[config.mk]
export PLATFORM = sky130hd
export DESIGN_NAME = dac_four_channel_control
export DESIGN_NICKNAME = d
export VERILOG_FILES = /design/src/hdl/dac_pkg.sv /design/src/hdl/dac_four_channel_control.sv /design/src/hdl/ladder_channel_drive.sv
export SDC_FILE = /design/constraint.sdc
export NUM_CORES = 1
export LEC_CHECK = 0
export BUFFER_PORTS_ARGS = -buffer_cell sky130_fd_sc_hd__buf_2
export CELL_PAD_IN_SITES_DETAIL_PLACEMENT = 1
export CELL_PAD_IN_SITES_GLOBAL_PLACEMENT = 1
export CORE_ASPECT_RATIO = 1.25
export CORE_MARGIN = 1
export CORE_UTILIZATION = 32
export DETAILED_ROUTE_END_ITERATION = 10
export PLACE_DENSITY = 0.93
export SLEW_MARGIN = 15
export SYNTH_ARGS = -nofsm -noshare
export SYNTH_HDL_FRONTEND = slang
export SYNTH_SLANG_ARGS = --single-unit
[constraint.sdc]
create_clock -name clk -period 1.87 [get_ports clk]
set_input_delay 0 -clock clk [delete_from_list [all_inputs] [get_ports clk]]
set_output_delay 0 -clock clk [all_outputs]
set_load 0.05 [all_outputs]
[src/hdl/dac_pkg.sv]
// Purpose: shared constants and types of the four-channel ladder converter control
// Assumes: classic Wishbone slave, 32-bit data, one aligned word per register
// Notes: register indices are the printed offsets; byte address is four times the index
package dac_pkg;

    // ------------------------------------------------------------
    // sizes
    // ------------------------------------------------------------
    localparam int CH_COUNT = 4;
    localparam int CODE_W = 8;
    localparam int IDX_W = 30;

    // ------------------------------------------------------------
    // register indices (byte address = index * 4)
    // ------------------------------------------------------------
    localparam logic [IDX_W-1:0] IDX_CH0_CODE = 30'h0000ffc8;
    localparam logic [IDX_W-1:0] IDX_CH1_CODE = 30'h0000ffc9;
    localparam logic [IDX_W-1:0] IDX_CH2_CODE = 30'h0000ffca;
    localparam logic [IDX_W-1:0] IDX_CH3_CODE = 30'h0000ffcb;
    localparam logic [IDX_W-1:0] IDX_CONTROL = 30'h0000ffcc;
    localparam logic [IDX_W-1:0] IDX_STATUS = 30'h0000ffcd;

    // ------------------------------------------------------------
    // reset values and field positions
    // ------------------------------------------------------------
    localparam logic [7:0] CODE_RST = 8'h00;
    localparam logic [7:0] CONTROL_RST = 8'he0;
    localparam logic [7:0] CONTROL_FIXED = 8'he0;
    localparam int CTRL_EN_BIT = 4;
    localparam int CTRL_OE_LSB = 0;
    localparam int STAT_STANDBY_BIT = 4;
    localparam int STAT_ACTIVE_LSB = 0;
    localparam int SEL_CODE_LANE = 0;

    // ------------------------------------------------------------
    // types
    // ------------------------------------------------------------
    typedef logic [CODE_W-1:0] code_t;
    typedef code_t [CH_COUNT-1:0] code_array_t;

    typedef struct packed {
        logic conversion_enable_all;
        logic [CH_COUNT-1:0] output_enable;
    } control_t;

    typedef struct packed {
        code_array_t code;
        control_t control;
        logic ack;
        code_t rdata;
    } dac_state_t;

    typedef struct packed {
        code_array_t switches;
        logic [CH_COUNT-1:0] analog_out_oe;
    } ladder_bus_t;

    localparam control_t CONTROL_RST_FIELDS = '{conversion_enable_all: 1'b0, output_enable: 4'h0};

endpackage

[src/hdl/dac_four_channel_control.sv]
// Purpose: register file and switch drive of a four-channel 8-bit ladder converter
// Assumes: classic Wishbone master on clk; standby level comes from logic on clk
// Notes: ack is registered; a write takes effect on the edge where ack is high
module dac_four_channel_control
    import dac_pkg::*;
(
    // clock and reset
    input wire logic clk,
    input wire logic rst,
    input wire logic ce,

    // wishbone slave
    input wire logic wb_cyc_i,
    input wire logic wb_stb_i,
    input wire logic wb_we_i,
    input wire logic [31:0] wb_adr_i,
    input wire logic [3:0] wb_sel_i,
    input wire logic [31:0] wb_dat_i,
    output logic [31:0] wb_dat_o,
    output logic wb_ack_o,

    // power mode
    input wire logic standby,

    // ladder switches and pin enables
    output ladder_bus_t ladder
);

    // ------------------------------------------------------------
    // state
    // ------------------------------------------------------------
    localparam dac_state_t STATE_RST = '{
        code: {CH_COUNT{CODE_RST}},
        control: CONTROL_RST_FIELDS,
        ack: 1'b0,
        rdata: CODE_RST
    };

    dac_state_t state;
    dac_state_t next_state;

    // ------------------------------------------------------------
    // bus request decode
    // ------------------------------------------------------------
    logic req;
    logic [IDX_W-1:0] word_idx;
    logic hit_code;
    logic [1:0] hit_ch;
    logic hit_control;
    logic hit_status;
    logic write_now;
    logic code_lane;

    // request and word index from the byte address
    assign req = wb_cyc_i & wb_stb_i;
    assign word_idx = wb_adr_i[31:2];
    assign code_lane = wb_sel_i[SEL_CODE_LANE];

    // address match for each register
    always_comb begin
        hit_code = 1'b0;
        hit_ch = 2'd0;
        hit_control = 1'b0;
        hit_status = 1'b0;
        case (word_idx)
            IDX_CH0_CODE: begin
                hit_code = 1'b1;
                hit_ch = 2'd0;
            end
            IDX_CH1_CODE: begin
                hit_code = 1'b1;
                hit_ch = 2'd1;
            end
            IDX_CH2_CODE: begin
                hit_code = 1'b1;
                hit_ch = 2'd2;
            end
            IDX_CH3_CODE: begin
                hit_code = 1'b1;
                hit_ch = 2'd3;
            end
            IDX_CONTROL: begin
                hit_control = 1'b1;
            end
            IDX_STATUS: begin
                hit_status = 1'b1;
            end
            default: begin
                hit_code = 1'b0;
            end
        endcase
    end

    // write lands on the edge that also shows ack to the master
    assign write_now = req & state.ack & wb_we_i & code_lane;

    // ------------------------------------------------------------
    // read views
    // ------------------------------------------------------------
    logic [7:0] control_view;
    logic [7:0] status_view;
    logic [CH_COUNT-1:0] channel_active;

    // a channel converts only with global and own enable set
    assign channel_active = {CH_COUNT{state.control.conversion_enable_all}}
                            & state.control.output_enable;

    // fixed upper bits always read as one
    always_comb begin
        control_view = CONTROL_FIXED;
        control_view[CTRL_EN_BIT] = state.control.conversion_enable_all;
        control_view[CTRL_OE_LSB +: CH_COUNT] = state.control.output_enable;
    end

    // standby flag and per-channel activity
    always_comb begin
        status_view = 8'h00;
        status_view[STAT_STANDBY_BIT] = standby;
        status_view[STAT_ACTIVE_LSB +: CH_COUNT] = channel_active;
    end

    // ------------------------------------------------------------
    // next state
    // ------------------------------------------------------------
    always_comb begin
        next_state = state;

        // ack rises one cycle after the request and falls after one cycle
        next_state.ack = req & ~state.ack;

        // capture read data together with ack; unmapped reads give zero
        if (req && !state.ack) begin
            if (hit_code) begin
                next_state.rdata = state.code[hit_ch];
            end else if (hit_control) begin
                next_state.rdata = control_view;
            end else if (hit_status) begin
                next_state.rdata = status_view;
            end else begin
                next_state.rdata = CODE_RST;
            end
        end

        // code writes touch only the addressed channel
        if (write_now && hit_code) begin
            next_state.code[hit_ch] = wb_dat_i[7:0];
        end

        // control writes skip the fixed upper bits
        if (write_now && hit_control) begin
            next_state.control.conversion_enable_all = wb_dat_i[CTRL_EN_BIT];
            next_state.control.output_enable = wb_dat_i[CTRL_OE_LSB +: CH_COUNT];
        end

        // standby returns control to its reset value, codes are kept
        if (standby) begin
            next_state.control = CONTROL_RST_FIELDS;
        end
    end

    // ------------------------------------------------------------
    // registers
    // ------------------------------------------------------------

    // one register for all state; ce low freezes it, but rst loads the reset value whatever ce is
    always_ff @(posedge clk) begin
        if (rst) begin
            state <= STATE_RST;
        end else if (ce) begin
            state <= next_state;
        end
    end

    // ------------------------------------------------------------
    // bus outputs
    // ------------------------------------------------------------

    // read data sits in the low byte, upper bytes are zero
    assign wb_dat_o = {24'h000000, state.rdata};
    assign wb_ack_o = state.ack;

    // ------------------------------------------------------------
    // per-channel ladder drive
    // ------------------------------------------------------------

    // independent path per channel, fed by its own code, its own output enable and the shared global enable
    for (genvar ch = 0; ch < CH_COUNT; ch++) begin : g_channel
        ladder_channel_drive u_drive (
            .code(state.code[ch]),
            .conversion_enable_all(state.control.conversion_enable_all),
            .output_enable(state.control.output_enable[ch]),
            .switches(ladder.switches[ch]),
            .analog_out_oe(ladder.analog_out_oe[ch])
        );
    end

endmodule // dac_four_channel_control

[src/hdl/ladder_channel_drive.sv]
// Purpose: drive one channel's eight ladder switches and its pin enable
// Assumes: code and enables come from flip-flops on the same clock
// Notes: purely combinational so a register write reaches the switches at once
module ladder_channel_drive
    import dac_pkg::*;
(
    // channel settings
    input wire code_t code,
    input wire logic conversion_enable_all,
    input wire logic output_enable,
    // ladder side
    output code_t switches,
    output logic analog_out_oe
);

    // ------------------------------------------------------------
    // switch drive
    // ------------------------------------------------------------

    // one switch per code bit; halted conversion shows the zero code
    always_comb begin
        if (conversion_enable_all) begin
            switches = code;
        end else begin
            switches = CODE_RST;
        end
    end

    // cleared enable leaves the pin floating
    assign analog_out_oe = output_enable;

endmodule // ladder_channel_drive

### Word level (Yosys, flattened, before mapping)

Index checks and enable logic that the tools add are counted.

| storage, ports and cells | value |
|---|---|
| register bits after elaboration | 46 |
| input bits | 75 |
| output and inout port bits | 69 |
| word-level logic and storage cells | 51 |

| cells by class | value |
|---|---|
| $lt $le $gt $ge | 2 |
| equality and inequality tests | 6 |
| mux-type cells | 18 |
| bitwise operators | 7 |
| reduce and logical (&&, ||, !) cells | 10 |

Operator list:

| operator | number |
|---|---|
| equality test 30 x 16 -> 1 bit (second input constant) | 6 |
| 2-to-1 mux 8 bit | 8 |
| bitwise mux 32 bit | 1 |
| binary-select mux 8 bit (select 2 bit) | 1 |
| demux 8 bit (select 2 bit) | 1 |
| 2-to-1 mux 5 bit | 3 |
| case mux 2 bit (3 select lines) | 1 |
| AND reduction 2 bit | 3 |
| AND 1 bit | 5 |
| AND 4 bit | 1 |
| logical AND 1 bit | 4 |
| OR reduction 4 bit | 1 |
| < comparator 2 x 3 -> 1 bit (second input constant) | 1 |
| 2-to-1 mux 1 bit | 3 |
| >= comparator 2 x 1 -> 1 bit (second input constant) | 1 |
| nonzero test 2 bit | 1 |
| logical NOT 1 bit | 1 |
| NOT 1 bit | 1 |

### Logic depth before layout (Yosys ltp)

| depth | value |
|---|---|
| word-level depth | 7 |
| mapped depth | 7 |
| mapped depth without buffers | 5 |

### Cells and area by module

A second synthesis with hierarchy kept.

| second synthesis, totals | value |
|---|---|
| cell total of the unflattened synthesis | 307 |
| area, all modules | 2660.1 µm² |

By module, submodules not included:

| module | instances | cells each | area each (µm²) | sequential area each (µm²) |
|---|---|---|---|---|
| dac_four_channel_control | 1 | 271 | 2429.8 | 920.9 |
| ladder_channel_drive | 4 | 9 | 57.6 | 0.0 |

### Worst setup path before layout

Ideal clock, no wire load.

| timing path | value |
|---|---|
| path type | reg2reg |
| start point | reg state (netlist bit wb_ack_o) |
| end point | reg state[38] (netlist name) |
| library setup time | 0.128 ns |
| data arrival time | 2.012 ns |
| required time | 1.742 ns |
| path slack | -0.270 ns |
| stages on the path, launching flop included | 6 |
| buffers on the path | 0 |
| clock period less this slack | 2.140 ns |
| cell sequence | dfxtp_1 > nand3_1 > or4_4 > nor3_4 > mux2i_1 > nor2_1 |

| between the ends | value |
|---|---|
| cells in the longest elaborated chain, start to end | 5 |

RTL lines:

| what | line | source |
|---|---|---|
| start, declared | dac_four_channel_control.sv:39 | `dac_state_t state;` |
| start signal, assigned | dac_four_channel_control.sv:170 | `state <= next_state;` |
| AND 1 bit (3 in a row) | dac_four_channel_control.sv:95 | `assign write_now = req & state.ack & wb_we_i & code_lane;` |
| logical AND 1 bit | dac_four_channel_control.sv:145 | `if (write_now && hit_code) begin` |
| AND reduction 2 bit (no source line) | -- |  |

Every way passes these cells.
A chain may end at the register's enable or synchronous reset.

### Worst setup path in the final report

| timing path | value |
|---|---|
| start point | in ce |
| end point | reg state[44] (netlist name) |

| between the ends | value |
|---|---|
| cells in the longest elaborated chain, start to end | 1 |

RTL lines:

| what | line | source |
|---|---|---|
| start, declared | dac_four_channel_control.sv:10 | `input wire logic ce,` |
| AND reduction 2 bit (no source line) | -- |  |

Every way passes these cells.

==> reports/qor.yml <==
coreArea_um2: 7928
clk_pin_slew_ns: 0.08
reg2reg_to: "state[44]$_SDFFE_PP0P_"
ff2ff_path_depth: 6
relSlewSlack_pct: 53.76
cp_slowest_cell: "or4_4"
hp-start: "wb_dat_i[5]"
track_usage_pct: 18.77
ys_seq_area_share_pct: 34.47
gp_congestion: 0.8433
first_global_vias: 2604
crit_family: "buffers and inverters"
syn-cell-area_um2: 2671
worst_hold_slack_ns: 0.001227
cp.depth: 8
area_delta_synth_final_pct: 22.25
whs_endpoint: "state[43]$_SDFFE_PP0P_"
cp_cell_sequence: "dlygate4sd3_1 -> buf_2 -> nand3_4 -> or4_4 -> nor3_4 -> buf_12 -> mux2i_2 -> nor2_1"
rrSetupSlack_ns: 0.16
dieHeight_um: 104.2
rows: 36
synth.distinct_cells: 44
ant_nets: 0
synth_edf_count: 0
yosys_warnings: 0
cp_num_buf_inv: 3
fin_crit_sh_pct: 92.61
cts_htree_levels: 2
synth-seq-cells: 46
post-dp-hpwl_mm: 6.208
wirelength_mm: 8.007
antenna_found_initial: 0
ir_drop_mv: 0.2807
critPathKind: "input port to flip-flop"
num_vias: 2469
period_needed_ns: 1.732
hold_path.class: "input port to flip-flop"
worstMarginPinSlew_ns: 0.6936
synthArstFlopShare_pct: 0
io_buffers: 90
drc: 0
cts_setup_buffers: 0
ys.flop_type: "dfxtp_1"
die_area_um2: 8719
cts_tree: "done"
max_stage_delay_ns: 0.54
grt_max_degree: 37
setup_violations: 0
p_leak_nw: 1.603
fin_setup_tns_ns: 0
power_density_nw_per_um2: 586.9
fin_worst_skew_ns: 0.006495
status: "completed"
numCtsBuffers: 5
fin_nets: 460
clock_tree.buffer_depth: 2
dieWidth_um: 83.72
worst_ep_arrival_time_ns: 1.91
cap_violations: 0
avgSynthCellArea_um2: 8.934
grt_overflow: 0
cts.sinks: 46
drive_gt1_share_pct: 32.64
hold_violations: 0
wl_per_cell_um: 16.65
cp-start-kind: "input port"
cp.required_ns: 2.05
drtIter0Drc: 123
viasPerCell: 5.133
syn_inst: 299
ioPinCount: 144
critPathCaptureType: "flip-flop"
r2r_start: "wb_ack_o$_SDFFE_PP0P_"
clk_latency_ns: 0.31
diodes: 0
cts_root_buf: "clkbuf_8"
grt_first_pass_wirelength_mm: 12.99
hold_depth: 3
slew_viol_final: 0
dr.pass1.iters: 5
max_clock_freq_ghz: 0.5774
rsz0062_at_grt: "no"
crit_fanout: 8
start_util_pct: 33.70
synth_stat cells, types with 2 or more instances:
master | instances | area [µm²]
nor4_1 | 4 | 25.02
a211oi_2 | 3 | 37.54
nand4_1 | 2 | 12.51
mux2_2 | 4 | 45.04
nor3_1 | 6 | 30.03
nand2_1 | 7 | 26.28
a22oi_1 | 3 | 22.52
nor2_1 | 41 | 153.9
a211oi_1 | 4 | 30.03
mux2i_1 | 36 | 360.4
nand3b_1 | 6 | 45.04
o21ai_0 | 2 | 10.01
buf_4 | 29 | 217.7
o21a_1 | 3 | 22.52
nor2b_1 | 7 | 43.79
nand3_2 | 2 | 20.02
a221oi_1 | 3 | 26.28
dfxtp_1 | 46 | 920.9
and2_1 | 34 | 212.7
buf_2 | 4 | 20.02
nand3_1 | 2 | 10.01
a31oi_1 | 4 | 25.02
and4_1 | 5 | 43.79
a2111o_1 | 4 | 45.04
a21oi_1 | 6 | 30.03
nand4_2 | 2 | 25.02
clkbuf_1 | 13 | 48.80
cell type report:
type	count	area, µm²
Clock buffer	7	86.33
Clock inverter	1	5.005
Fill cell	979	4662
Inverter	1	3.754
Multi-Input combinational cell	228	1559
Sequential cell	46	924.6
Tap cell	95	118.9
Timing Repair Buffer	103	568.0
stage by stage:
stage          instances  utilization, %  setup slack, ns  instance area [µm²]  total power (W)
6_report             481           41.19           0.1381                 3266         0.001917
5_1_grt              481           41.19          0.02176                 3266         0.001997
3_3_place_gp         470           39.52           0.1368                 3133         0.001286
4_1_cts              481           41.05          0.06709                 3254         0.001922
3_5_place_dp         470           39.52          0.08996                 3133         0.001293
2_1_floorplan        322               -          0.03456                 2766         0.001245
sequential cells by signal, summed over array words and instances (netlist names):
register / cells
state: 32
wb_dat_o: 8
control_view: 5
wb_ack_o: 1
cell usage in the layout (no fill, tap or decap), types with 4 or more instances in the layout:
cell,n
a2111o_1,4
a211oi_1,4
a21oi_1,6
a31oi_1,4
and2_1,34
and4_1,5
buf_2,90
buf_4,9
clkbuf_8,6
conb_1,24
dfxtp_1,45
mux2_2,4
mux2i_1,35
nand2_1,7
nand3b_1,6
nor2_1,41
nor2b_1,7
nor3_1,6
nor4_1,4
cells by family (layout without fill, tap and decap cells):
kind of cell / count (synthesis) / count (layout) / share of synthesized area (%)
simple gates: 128 / 128 / 27.82
buf+inv: 48 / 112 / 11.01
flops: 46 / 46 / 34.47
mux: 41 / 41 / 16.02
compound gates: 35 / 35 / 10.54
other cells: 1 / 24 / 0.1404
worst min-delay path: stages:
cell	delay [ns]
buf_2	0.12
mux2i_1	0.07
nor2_1	0.07
worst max path at each step:
stage | to | from
after global placement | wb_dat_o[2]$_SDFFE_PP0P_ | wb_adr_i[23]
after detailed placement | wb_dat_o[2]$_SDFFE_PP0P_ | wb_adr_i[23]
after floorplan | state[38]$_SDFFE_PP0P_ | wb_ack_o$_SDFFE_PP0P_
after CTS | state[38]$_SDFFE_PP0P_ | ce
after global routing | state[27]$_SDFFE_PP0P_ | ce
final | state[44]$_SDFFE_PP0P_ | ce
where the power goes:
part	switching (W)	total (W)	internal (W)
Sequential	0.00000304	0.000986	0.000983
Clock	0.000340	0.000638	0.000299
Combinational	0.000219	0.000293	0.0000737
Total	0.000562	0.00192	0.00135
repair_timing:
item                       4_1_cts  5_1_grt
resized for setup                0        2
setup endpoints to repair        0        4
hold endpoints to repair         6        0
hold buffers                     3        0
per-layer routing:
metal / GRT usage (%) / up-vias / wire (µm)
li1: - / 1173 / -
met1: 19.43 / 1178 / 3036
met2: 35.60 / 98 / 4275
met3: 4.127 / 20 / 469
met4: 8.111 / 0 / 225
met5: 0 / - / 0
No activity file was read; power rests on OpenSTA's default activity.
